[src/rtl/perr_defines.vh]
// register offsets, field positions and reset values for the ring/irq bank
`ifndef PERR_DEFINES_VH
`define PERR_DEFINES_VH
// byte addresses are four times the printed register index
`define PERR_IDX_CAP 6'h12
`define PERR_IDX_ENT 6'h13
`define PERR_IDX_IEN 6'h1C
`define PERR_IDX_IPND 6'h1D
`define PERR_IDX_RING 6'h1E
`define PERR_CAP_TEMP 15
`define PERR_CAP_QUAD 14
`define PERR_CAP_CRYPT 12
`define PERR_CAP_DUAL 10
`define PERR_CAP_KEY256 8
`define PERR_IRQ_BITS 11
`define PERR_IRQ_SWO 4
`define PERR_RING_MSTART 15
`define PERR_RING_ADV 14
`define PERR_RING_LPADV 13
`define PERR_RING_FORCE 12
`define PERR_RING_ROLE_HI 5
`define PERR_RING_ROLE_LO 4
`define PERR_RING_START 0
`define PERR_ROLE_SLAVE 2'h0
`define PERR_ROLE_S2M 2'h2
`define PERR_ROLE_MASTER 2'h3
`define PERR_ROLE_M2S 2'h1
`define PERR_SWO_NS 1000
`define PERR_CLK_NS 10
`define PERR_SWO_CYC ((`PERR_SWO_NS + `PERR_CLK_NS - 1) / `PERR_CLK_NS)
`define PERR_LFSR_SEED 16'hACE1
`endif

[src/rtl/perr_entropy.v]
// free-running lfsr that supplies the random word
`timescale 1ns/100ps
`default_nettype none
`include "perr_defines.vh"
module perr_entropy (
   input wire clk,
   input wire rst_b,
   input wire advance,
   output wire [15:0] value
);
   reg [15:0] lfsr_q;
   wire fb;
   // taps 16,14,13,11 give a maximal length sequence
   assign fb = lfsr_q[15] ^ lfsr_q[13] ^ lfsr_q[12] ^ lfsr_q[10];
   always @(posedge clk or negedge rst_b) begin
      if (!rst_b) begin
         lfsr_q <= `PERR_LFSR_SEED;
      end else begin
         // steps every cycle; a read also mixes in an extra step
         if (advance) begin
            lfsr_q <= {lfsr_q[13:0], fb, ~lfsr_q[15]};
         end else begin
            lfsr_q <= {lfsr_q[14:0], fb};
         end
      end
   end
   assign value = lfsr_q;
endmodule
`default_nettype wire

[src/rtl/perr_regs.v]
// apb register bank: identity, entropy, extended irq and ring control
//
// Decided for this implementation: the APB register port.
`timescale 1ns/100ps
`default_nettype none
`include "perr_defines.vh"
module perr_regs #(
   parameter IND_TEMP = 1'b0,
   parameter QUAD_DEV = 1'b0,
   parameter CRYPT_CAP = 1'b1,
   parameter DUAL_MEDIA = 1'b1,
   parameter KEY256_CAP = 1'b1,
   // arbitrary neutral variant code
   parameter [7:0] VARIANT_BCD = 8'h42,
   parameter SWO_CYCLES = `PERR_SWO_CYC
) (
   input wire clk,
   input wire rst_b,
   input wire psel,
   input wire penable,
   input wire pwrite,
   input wire [31:0] paddr,
   input wire [31:0] pwdata,
   input wire [3:0] pstrb,
   output reg [31:0] prdata,
   output wire pready,
   output wire pslverr,
   input wire [10:0] irq_event,
   input wire link_partner_ring_adv,
   input wire link_up,
   input wire aneg_master,
   output wire ring_resiliency_adv,
   output wire ring_resiliency_force,
   output wire ring_master_start_en,
   output wire irq
);
   localparam S_IDLE = 2'h0;
   localparam S_SWO = 2'h1;
   localparam [31:0] SWO_M1 = SWO_CYCLES - 1;
   localparam [15:0] SWO_LAST = SWO_M1[15:0];

   reg lpadv_s1_q, lpadv_s2_q;
   reg [1:0] lu_s1_q, lu_s2_q;
   reg ms_s1_q, ms_s2_q;
   reg [10:0] ev_s1_q, ev_s2_q, ev_prev_q;
   reg [4:0] ien_q;
   reg [10:0] ipnd_q;
   reg mstart_q, adv_q, force_q;
   reg [1:0] role_q;
   reg [1:0] st_q;
   reg [15:0] cnt_q;
   reg linked_q;
   reg [31:0] rdata_d;

   wire access;
   wire wr;
   wire rd;
   wire [5:0] idx;
   wire hit;
   wire [15:0] cap_word;
   wire [15:0] ent_word;
   wire [10:0] ev_rise;
   wire swo_done;
   wire swo_start;
   wire lu_rise;

   function is_reg;
      input [5:0] i;
      begin
         is_reg = (i == `PERR_IDX_CAP) || (i == `PERR_IDX_ENT) ||
                  (i == `PERR_IDX_IEN) || (i == `PERR_IDX_IPND) ||
                  (i == `PERR_IDX_RING);
      end
   endfunction

   function [1:0] stable_role;
      input m;
      begin
         stable_role = m ? `PERR_ROLE_MASTER : `PERR_ROLE_SLAVE;
      end
   endfunction

   assign access = psel & penable;
   assign wr = access & pwrite;
   assign rd = access & ~pwrite;
   assign idx = paddr[7:2];
   assign hit = is_reg(idx) && (paddr[31:8] == 24'h000000) &&
                (paddr[1:0] == 2'h0);
   assign pready = 1'b1;
   assign pslverr = access & ~hit;

   // two-stage synchronisers on everything arriving from other logic; link_up passes three stages before its edge detect
   always @(posedge clk or negedge rst_b) begin
      if (!rst_b) begin
         lpadv_s1_q <= 1'b0;
         lpadv_s2_q <= 1'b0;
         lu_s1_q <= 2'h0;
         lu_s2_q <= 2'h0;
         ms_s1_q <= 1'b0;
         ms_s2_q <= 1'b0;
         ev_s1_q <= 11'h000;
         ev_s2_q <= 11'h000;
         ev_prev_q <= 11'h000;
      end else begin
         lpadv_s1_q <= link_partner_ring_adv;
         lpadv_s2_q <= lpadv_s1_q;
         lu_s1_q <= {lu_s1_q[0], link_up};
         lu_s2_q <= {lu_s2_q[0], lu_s1_q[1]};
         ms_s1_q <= aneg_master;
         ms_s2_q <= ms_s1_q;
         ev_s1_q <= irq_event;
         ev_s2_q <= ev_s1_q;
         ev_prev_q <= ev_s2_q;
      end
   end

   assign ev_rise = ev_s2_q & ~ev_prev_q;
   assign lu_rise = lu_s2_q[0] & ~lu_s2_q[1];

   perr_entropy u_ent (
      .clk(clk),
      .rst_b(rst_b),
      .advance(rd && hit && (idx == `PERR_IDX_ENT)),
      .value(ent_word)
   );

   assign cap_word = {IND_TEMP[0],
                      QUAD_DEV[0], 1'b0, CRYPT_CAP[0], 1'b0,
                      DUAL_MEDIA[0], 1'b0, KEY256_CAP[0],
                      VARIANT_BCD};

   // control and mask registers
   always @(posedge clk or negedge rst_b) begin
      if (!rst_b) begin
         ien_q <= 5'h00;
         mstart_q <= 1'b0;
         adv_q <= 1'b0;
         force_q <= 1'b0;
      end else if (wr && hit && pstrb[0] && (idx == `PERR_IDX_IEN)) begin
         ien_q <= pwdata[4:0];
      end else if (wr && hit && (idx == `PERR_IDX_RING) && pstrb[1]) begin
         mstart_q <= pwdata[`PERR_RING_MSTART];
         adv_q <= pwdata[`PERR_RING_ADV];
         force_q <= pwdata[`PERR_RING_FORCE];
      end
   end

   // pending bits: a new event wins over the clearing read
   always @(posedge clk or negedge rst_b) begin
      if (!rst_b) begin
         ipnd_q <= 11'h000;
      end else begin
         if (rd && hit && (idx == `PERR_IDX_IPND)) begin
            // clear only what the setup cycle captured, so an event
            // landing between setup and access is not lost
            ipnd_q <= (ipnd_q & ~prdata[10:0]) | ev_rise |
                      {6'h00, swo_done, 4'h0};
         end else begin
            ipnd_q <= ipnd_q | ev_rise | {6'h00, swo_done, 4'h0};
         end
      end
   end

   assign swo_start = wr && hit && (idx == `PERR_IDX_RING) && pstrb[0] &&
                      pwdata[`PERR_RING_START] && (st_q == S_IDLE);
   assign swo_done = (st_q == S_SWO) && (cnt_q == SWO_LAST);

   // switchover sequencer; a request while busy is dropped
   always @(posedge clk or negedge rst_b) begin
      if (!rst_b) begin
         st_q <= S_IDLE;
         cnt_q <= 16'h0000;
         role_q <= `PERR_ROLE_SLAVE;
         linked_q <= 1'b0;
      end else begin
         if (lu_rise && !linked_q && (st_q == S_IDLE)) begin
            role_q <= stable_role(ms_s2_q);
            linked_q <= 1'b1;
         end
         case (st_q)
            S_IDLE: begin
               cnt_q <= 16'h0000;
               if (swo_start) begin
                  st_q <= S_SWO;
                  role_q <= (role_q == `PERR_ROLE_MASTER) ?
                            `PERR_ROLE_M2S : `PERR_ROLE_S2M;
               end
            end
            S_SWO: begin
               cnt_q <= cnt_q + 16'h0001;
               if (swo_done) begin
                  st_q <= S_IDLE;
                  role_q <= (role_q == `PERR_ROLE_S2M) ?
                            `PERR_ROLE_MASTER : `PERR_ROLE_SLAVE;
               end
            end
            default: begin
               st_q <= S_IDLE;
               cnt_q <= 16'h0000;
            end
         endcase
      end
   end

   // read mux; start bit always reads zero since it self-clears
   always @* begin
      rdata_d = 32'h00000000;
      case (idx)
         `PERR_IDX_CAP: rdata_d[15:0] = cap_word;
         `PERR_IDX_ENT: rdata_d[15:0] = ent_word;
         `PERR_IDX_IEN: rdata_d[4:0] = ien_q;
         `PERR_IDX_IPND: rdata_d[10:0] = ipnd_q;
         `PERR_IDX_RING: begin
            rdata_d[`PERR_RING_MSTART] = mstart_q;
            rdata_d[`PERR_RING_ADV] = adv_q;
            rdata_d[`PERR_RING_LPADV] = lpadv_s2_q;
            rdata_d[`PERR_RING_FORCE] = force_q;
            rdata_d[`PERR_RING_ROLE_HI:`PERR_RING_ROLE_LO] = role_q;
         end
         default: rdata_d = 32'h00000000;
      endcase
      if (!hit) begin
         rdata_d = 32'h00000000;
      end
   end

   always @(posedge clk or negedge rst_b) begin
      if (!rst_b) begin
         prdata <= 32'h00000000;
      end else if (psel && !penable && !pwrite) begin
         prdata <= rdata_d;
      end
   end

   assign ring_resiliency_adv = adv_q;
   assign ring_resiliency_force = force_q;
   assign ring_master_start_en = mstart_q;
   assign irq = |(ipnd_q[4:0] & ien_q) | (|ipnd_q[10:5]);
endmodule
`default_nettype wire

[config.mk]
export PLATFORM = sky130hd
export DESIGN_NAME = perr_regs
export DESIGN_NICKNAME = d
export VERILOG_FILES = /design/src/rtl/perr_entropy.v /design/src/rtl/perr_regs.v
export VERILOG_INCLUDE_DIRS = /design/src /design/src/rtl
export SDC_FILE = /design/constraint.sdc
export NUM_CORES = 1
export LEC_CHECK = 0
export BUFFER_PORTS_ARGS = -buffer_cell sky130_fd_sc_hd__buf_4
export CAP_MARGIN = 20
export CORE_MARGIN = 1.5
export CORE_UTILIZATION = 25
export DETAILED_ROUTE_END_ITERATION = 7
export MAX_ROUTING_LAYER = met4
export PLACE_DENSITY_LB_ADDON = 0.1
export SYNTH_ARGS = -nofsm -noshare
export SYNTH_HDL_FRONTEND = slang
export SYNTH_SLANG_ARGS = --single-unit
[constraint.sdc]
create_clock -name clk -period 2.3 [get_ports clk]
set_input_delay 0.345 -clock clk [delete_from_list [all_inputs] [get_ports clk]]
set_output_delay 0.345 -clock clk [all_outputs]
set_load 0.02 [all_outputs]
---- After elaboration in Yosys (flattened, before gate mapping) ----
Cells that the tools add are included.
cells by class
  reduce and logical (&&, ||, !) cells .... 32
  muxes and demuxes ....................... 20
  add/subtract/negate cells ............... 1
  bitwise operators ....................... 23
  equality and inequality tests ........... 11
operators by type and width
  kind                   number
  $mux 16                3
  $eq 6x5->1 const B     5
  $logic_not 24->1       1
  $and 11x11->11         2
  $not 11->11            2
  $or 11x11->11          2
  $or 11x5->11           2
  $logic_and 1x1->1      18
  $add 16x1->16 const B  1
  $eq 16x7->1 const B    1
  $mux 2                 8
  $pmux 4 s4             1
  $pmux 5 s3             1
  $pmux 4 s3             1
  $mux 11                1
  $pmux 2 s2             2
  $reduce_or 6->1        1
  $and 1x1->1            5
  $and 5x5->5            1
  $not 1->1              5
  $reduce_or 5->1        1
  $eq 2x2->1 const B     2
  $logic_not 2->1        2
  $logic_or 1x1->1       4
  other kinds (9)        15
word-level totals
  word-level logic and storage cells ...... 107
  bits in registers ....................... 129
  input bits .............................. 87
  output and inout bits ................... 38

---- Logic depth before layout (Yosys ltp) ----
  depth after elaboration ................. 14
  depth in mapped cells ................... 6
  gate-level depth less buffers ........... 6

---- Cells and area by module ----
A second synthesis with hierarchy kept.
second synthesis, totals
  cells, all modules ...................... 390
  area total of the unflattened synthesis .. 4595.7 um^2
modules (own cells, without submodules)
  module        cells each  seq. area each (um^2)  area each (um^2)  instances
  perr_regs     349         2402.3                 3951.3            1
  perr_entropy  41          410.4                  644.4             1

---- Worst setup path before layout ----
No wires, ideal clock.
  kind .................................... input to output
  from .................................... input port paddr[15]
  to ...................................... output port pslverr
  buffers on the path ..................... 1
  stages on the path ...................... 5
  slack ................................... 492 ps
  arrival ................................. 1463 ps
  cells stage by stage .................... nor4_1 -> and4_2 -> o2111a_4 -> buf_6 -> nor2_1
on the way
  cells in the longest elaborated chain, start to end .. 5
ends and longest elaborated chain
  item                            line            source
  from (decl)                     perr_regs.v:22  input wire [31:0] paddr,
  $logic_not 24->1                perr_regs.v:87  assign hit = is_reg(idx) && (paddr[31:8] == 24'h000000) &&
  $logic_and 1x1->1 (2 in a row)  perr_regs.v:87
  $not 1->1                       perr_regs.v:90  assign pslverr = access & ~hit;
  $and 1x1->1                     perr_regs.v:90
  to (decl)                       perr_regs.v:27  output wire pslverr,
No other way between the ends.

---- Final worst setup path ----
  from .................................... input port paddr[9]
  to ...................................... output port pslverr
Same word-level chain as after synthesis.

==> summary.md <==
| Metric | Value |
|---|---|
| Status | `finished clean` |
| H-tree depth | `3` |
| Crit path cell chain | `buf_4, nor4_1, and4_2, o2111a_4, nor2_1, buf_4` |
| Antenna violations before repair | `0` |
| Primary FF master, synth | `dfrtp_1` |
| Worst Hold Class | `primary input to register` |
| All-Layer GR Usage | `0.129` |
| Global-route wire length before repair | `19.1 mm` |
| Crit-path most repeated cell | `buf_4` |
| Setup Skew | `0.0116 ns` |
| Final period utilization | `0.909` |
| Final Max Slew Viols | `0` |
| Final hold vios | `0` |
| Cells after DPL | `715` |
| Final Core Density | `0.318` |
| Buf+Inv Stages, Crit Path | `2` |
| DRT iter0 DRCs | `115` |
| TNS Setup | `0 ns` |
| Site Rows | `50` |
| Finished Cell Area | `between 0.005 and 0.006 mm^2` |
| Nature of the critical path endpoint | `primary output` |
| FILL cells | `1904` |
| Drt drc | `0` |
| Ant diodes | `0` |
| Placed cell area | `0.00566 mm^2` |
| # clock sinks | `112` |
| Vias | `about 3300` |
| CP delay by family, top | `simple AND/OR/NAND/NOR gates` |
| Top-count cell post-synth | `dfrtp_1` |
| Total grt overflow | `0` |
| Wire length per cell | `about 16 um` |
| RePlAce Congestion | `0.749` |
| WL final | `11.8 mm` |
| Hpwl dp | `roughly 8.5 mm` |
| Nets | `around 580` |
| IO Port Bufs | `81` |
| Syn avg cell area | `12.0 um^2` |
| Number of synthesized flops with an enable pin | `0` |
| Vias in the first global route | `3501` |
| Num CTS Buffers | `9` |
| Top cells by area, synth | `dfrtp_1, mux2_4, dfstp_2, a22o_1, nand2_1` |
| MaxCap Viol Count | `0` |
| P_leak | `0.00275 uW` |
| Slowest CP cell | `nor4_1` |
| Reg clk slew, reported paths | `approximately 0.080 ns` |
| Power Dens Cells | `626 mW/mm^2` |
| Seq cells post-synth | `112` |
| Die Width | `141 um` |
| CTS tree | `built` |
| Pin count of the biggest net entering global routing | `67` |
| Worst R2R Setup Slack | `0.61 ns` |
| DR vias/cell | `4.47` |
| Clock latency at the later pin of the worst-skew pair | `~0.35 ns` |
| Top cell type's share of synthesized area | `0.546` |
| Synth Instances | `398` |
| Layout cells sized above 1 | `0.299` |
| Slew headroom | `0.508` |
| Antenna-violating nets left | `0` |
| Cell Count, Final, Fillers Out | `732` |
| Root Buffer | `clkbuf_16` |
| Measured slew at the worst slew-check pin | `around 0.73 ns` |
| Register area share after synthesis | `0.590` |
| Required @ worst endpoint | `slightly below 2 ns` |
| Critical path class | `primary input to primary output` |
| Max stage delay on crit path | `about 0.37 ns` |
| Clk buf depth | `2` |
| Ys Warns | `0` |
| Die height | `approximately 140 um` |
| Max VDD drop | `~330 uV` |
| Area Growth Syn to Fin | `24.8%` |
| Post-synth top cells | `dfrtp_1, nand2_1, a22o_1, nor2_1` |
| Crit path DAT | `1.74 ns` |
| # IOs | `125` |
| Unrepaired setup endpoints after global routing | `false` |
| Core area | `around 0.019 mm^2` |
| Fmax | `479 MHz` |
| Synthesized area | `around 0.0048 mm^2` |
| First-pass iteration count of the detailed router | `5` |
| Yosys cell types | `54` |
| PostCTS Resize Cnt | `0` |
| DIE AREA | `0.0199 mm^2` |
| Post-synthesis async set-or-reset flop share | `1.00` |
| Synth area leader | `dfrtp_1` |
| Final min period | `2.09 ns` |
| Starting density of the core | `0.255` |
| CP Launch Type | `primary input` |
| Crit-path max FO | `11` |
| Final setup vio count | `0` |
flip-flops by register name (all words and copies together) (netlist names), 2 cells and up:
register,flops
cnt_q,16
ev_prev_q,11
ev_s1_q,11
ev_s2_q,11
ien_q,5
ipnd_q,11
lu_s1_q,2
lu_s2_q,2
prdata,16
role_q,2
u_ent.value,16
where the power goes:
group          switching [uW]  internal, uW  leakage [uW]
Sequential               12.9          2000       0.00133
Clock                     719           771      0.000133
Combinational             123          90.7       0.00129
Total                     855          2870       0.00275
cells in the final DEF, fill, tap and decap left out, drive strengths merged, types with 2 or more instances in the layout:
| master | count |
|---|---|
| xnor2 | 7 |
| a21oi | 14 |
| nor4b | 2 |
| o31ai | 2 |
| dfstp | 8 |
| nand2b | 2 |
| conb | 17 |
| a221oi | 3 |
| nor4 | 9 |
| mux2 | 21 |
| dfrtp | 104 |
| nor3b | 5 |
| inv | 20 |
| a22o | 21 |
| and3 | 6 |
| and4 | 2 |
| or3 | 2 |
| a22oi | 3 |
| nor2 | 20 |
| nand4 | 19 |
| nand3 | 10 |
| nand2 | 35 |
| o211ai | 2 |
| nor3 | 9 |
| clkinv | 3 |
| xor2 | 9 |
| buf | 96 |
| clkbuf | 12 |
| o21ai | 17 |
| nor2b | 2 |
stage by stage:
stage	setup WS, ns	hold WS, ns	total power (uW)
finish	0.210	0.0902	3720
global route	0.0779	0.0755	3890
CTS	0.205	0.0747	3790
global placement	0.180	0.266	2270
floorplan	0.492	0.0494	2140
detailed placement	0.161	0.268	2270
per-layer routing:
metal	vias to the layer above	GRT usage	routed length (um)
li1	1570	-	-
met1	1645	0.159	5290
met2	50	0.214	6080
met3	10	0.0279	293
met4	0	0.0329	112
met5	-	-	0
repair_timing:
| action | in CTS | in global routing |
|---|---|---|
| endpoints found under the hold margin | 22 | 0 |
| hold buffers | 1 | 0 |
| setup buffers | 0 | 0 |
worst paths after layout:
kind | start | to | cells after the start
setup / recovery | paddr[9] | pslverr | 6
hold / removal | irq_event[6] | ev_s1_q[6]$_DFF_PN0_ | 1
setup reg to reg | cnt_q[0]$_DFF_PN0_ | role_q[0]$_DFF_PN0_ | 5
hold reg to reg | lpadv_s1_q$_DFF_PN0_ | lpadv_s2_q$_DFF_PN0_ | 0
max in group asynchronous | rst_b | u_ent.value[7]$_DFF_PN1_ | 3
min in group asynchronous | rst_b | prdata[15]$_DFFE_PN0P_ | 2
area by class of cell:
type / count / area, um^2 / share of cell area
Clock buffer: 12 / 246 / 0.0414
Inverter: 20 / 75.1 / 0.0126
Timing Repair Buffer: 97 / 743 / 0.125
Sequential cell: 112 / 2810 / 0.473
Multi-Input combinational cell: 253 / 1750 / 0.294
Clock inverter: 4 / 30.0 / 0.00505
Tap cell: 234 / 293 / 0.0492
logic make-up after synthesis:
kind of cell / after synthesis / synth area share
simple gates: 127 / 0.149
flops: 112 / 0.590
compound gates: 70 / 0.105
buf+inv: 48 / 0.0551
mux: 22 / 0.0667
xor+xnor: 16 / 0.0294
other cells: 2 / 0.00158
fa+ha+maj: 1 / 0.00262
worst register-to-register path, delay by kind of cell, from the launching register on:
kind                     cells  cell delay, ns
adder cells (fa/ha/maj)      1            0.25
flip-flops                   1            0.40
AND/OR/NAND/NOR              2            0.49
AO/OA/AOI/OAI                2            0.48
(Power assumes the default switching activity.)
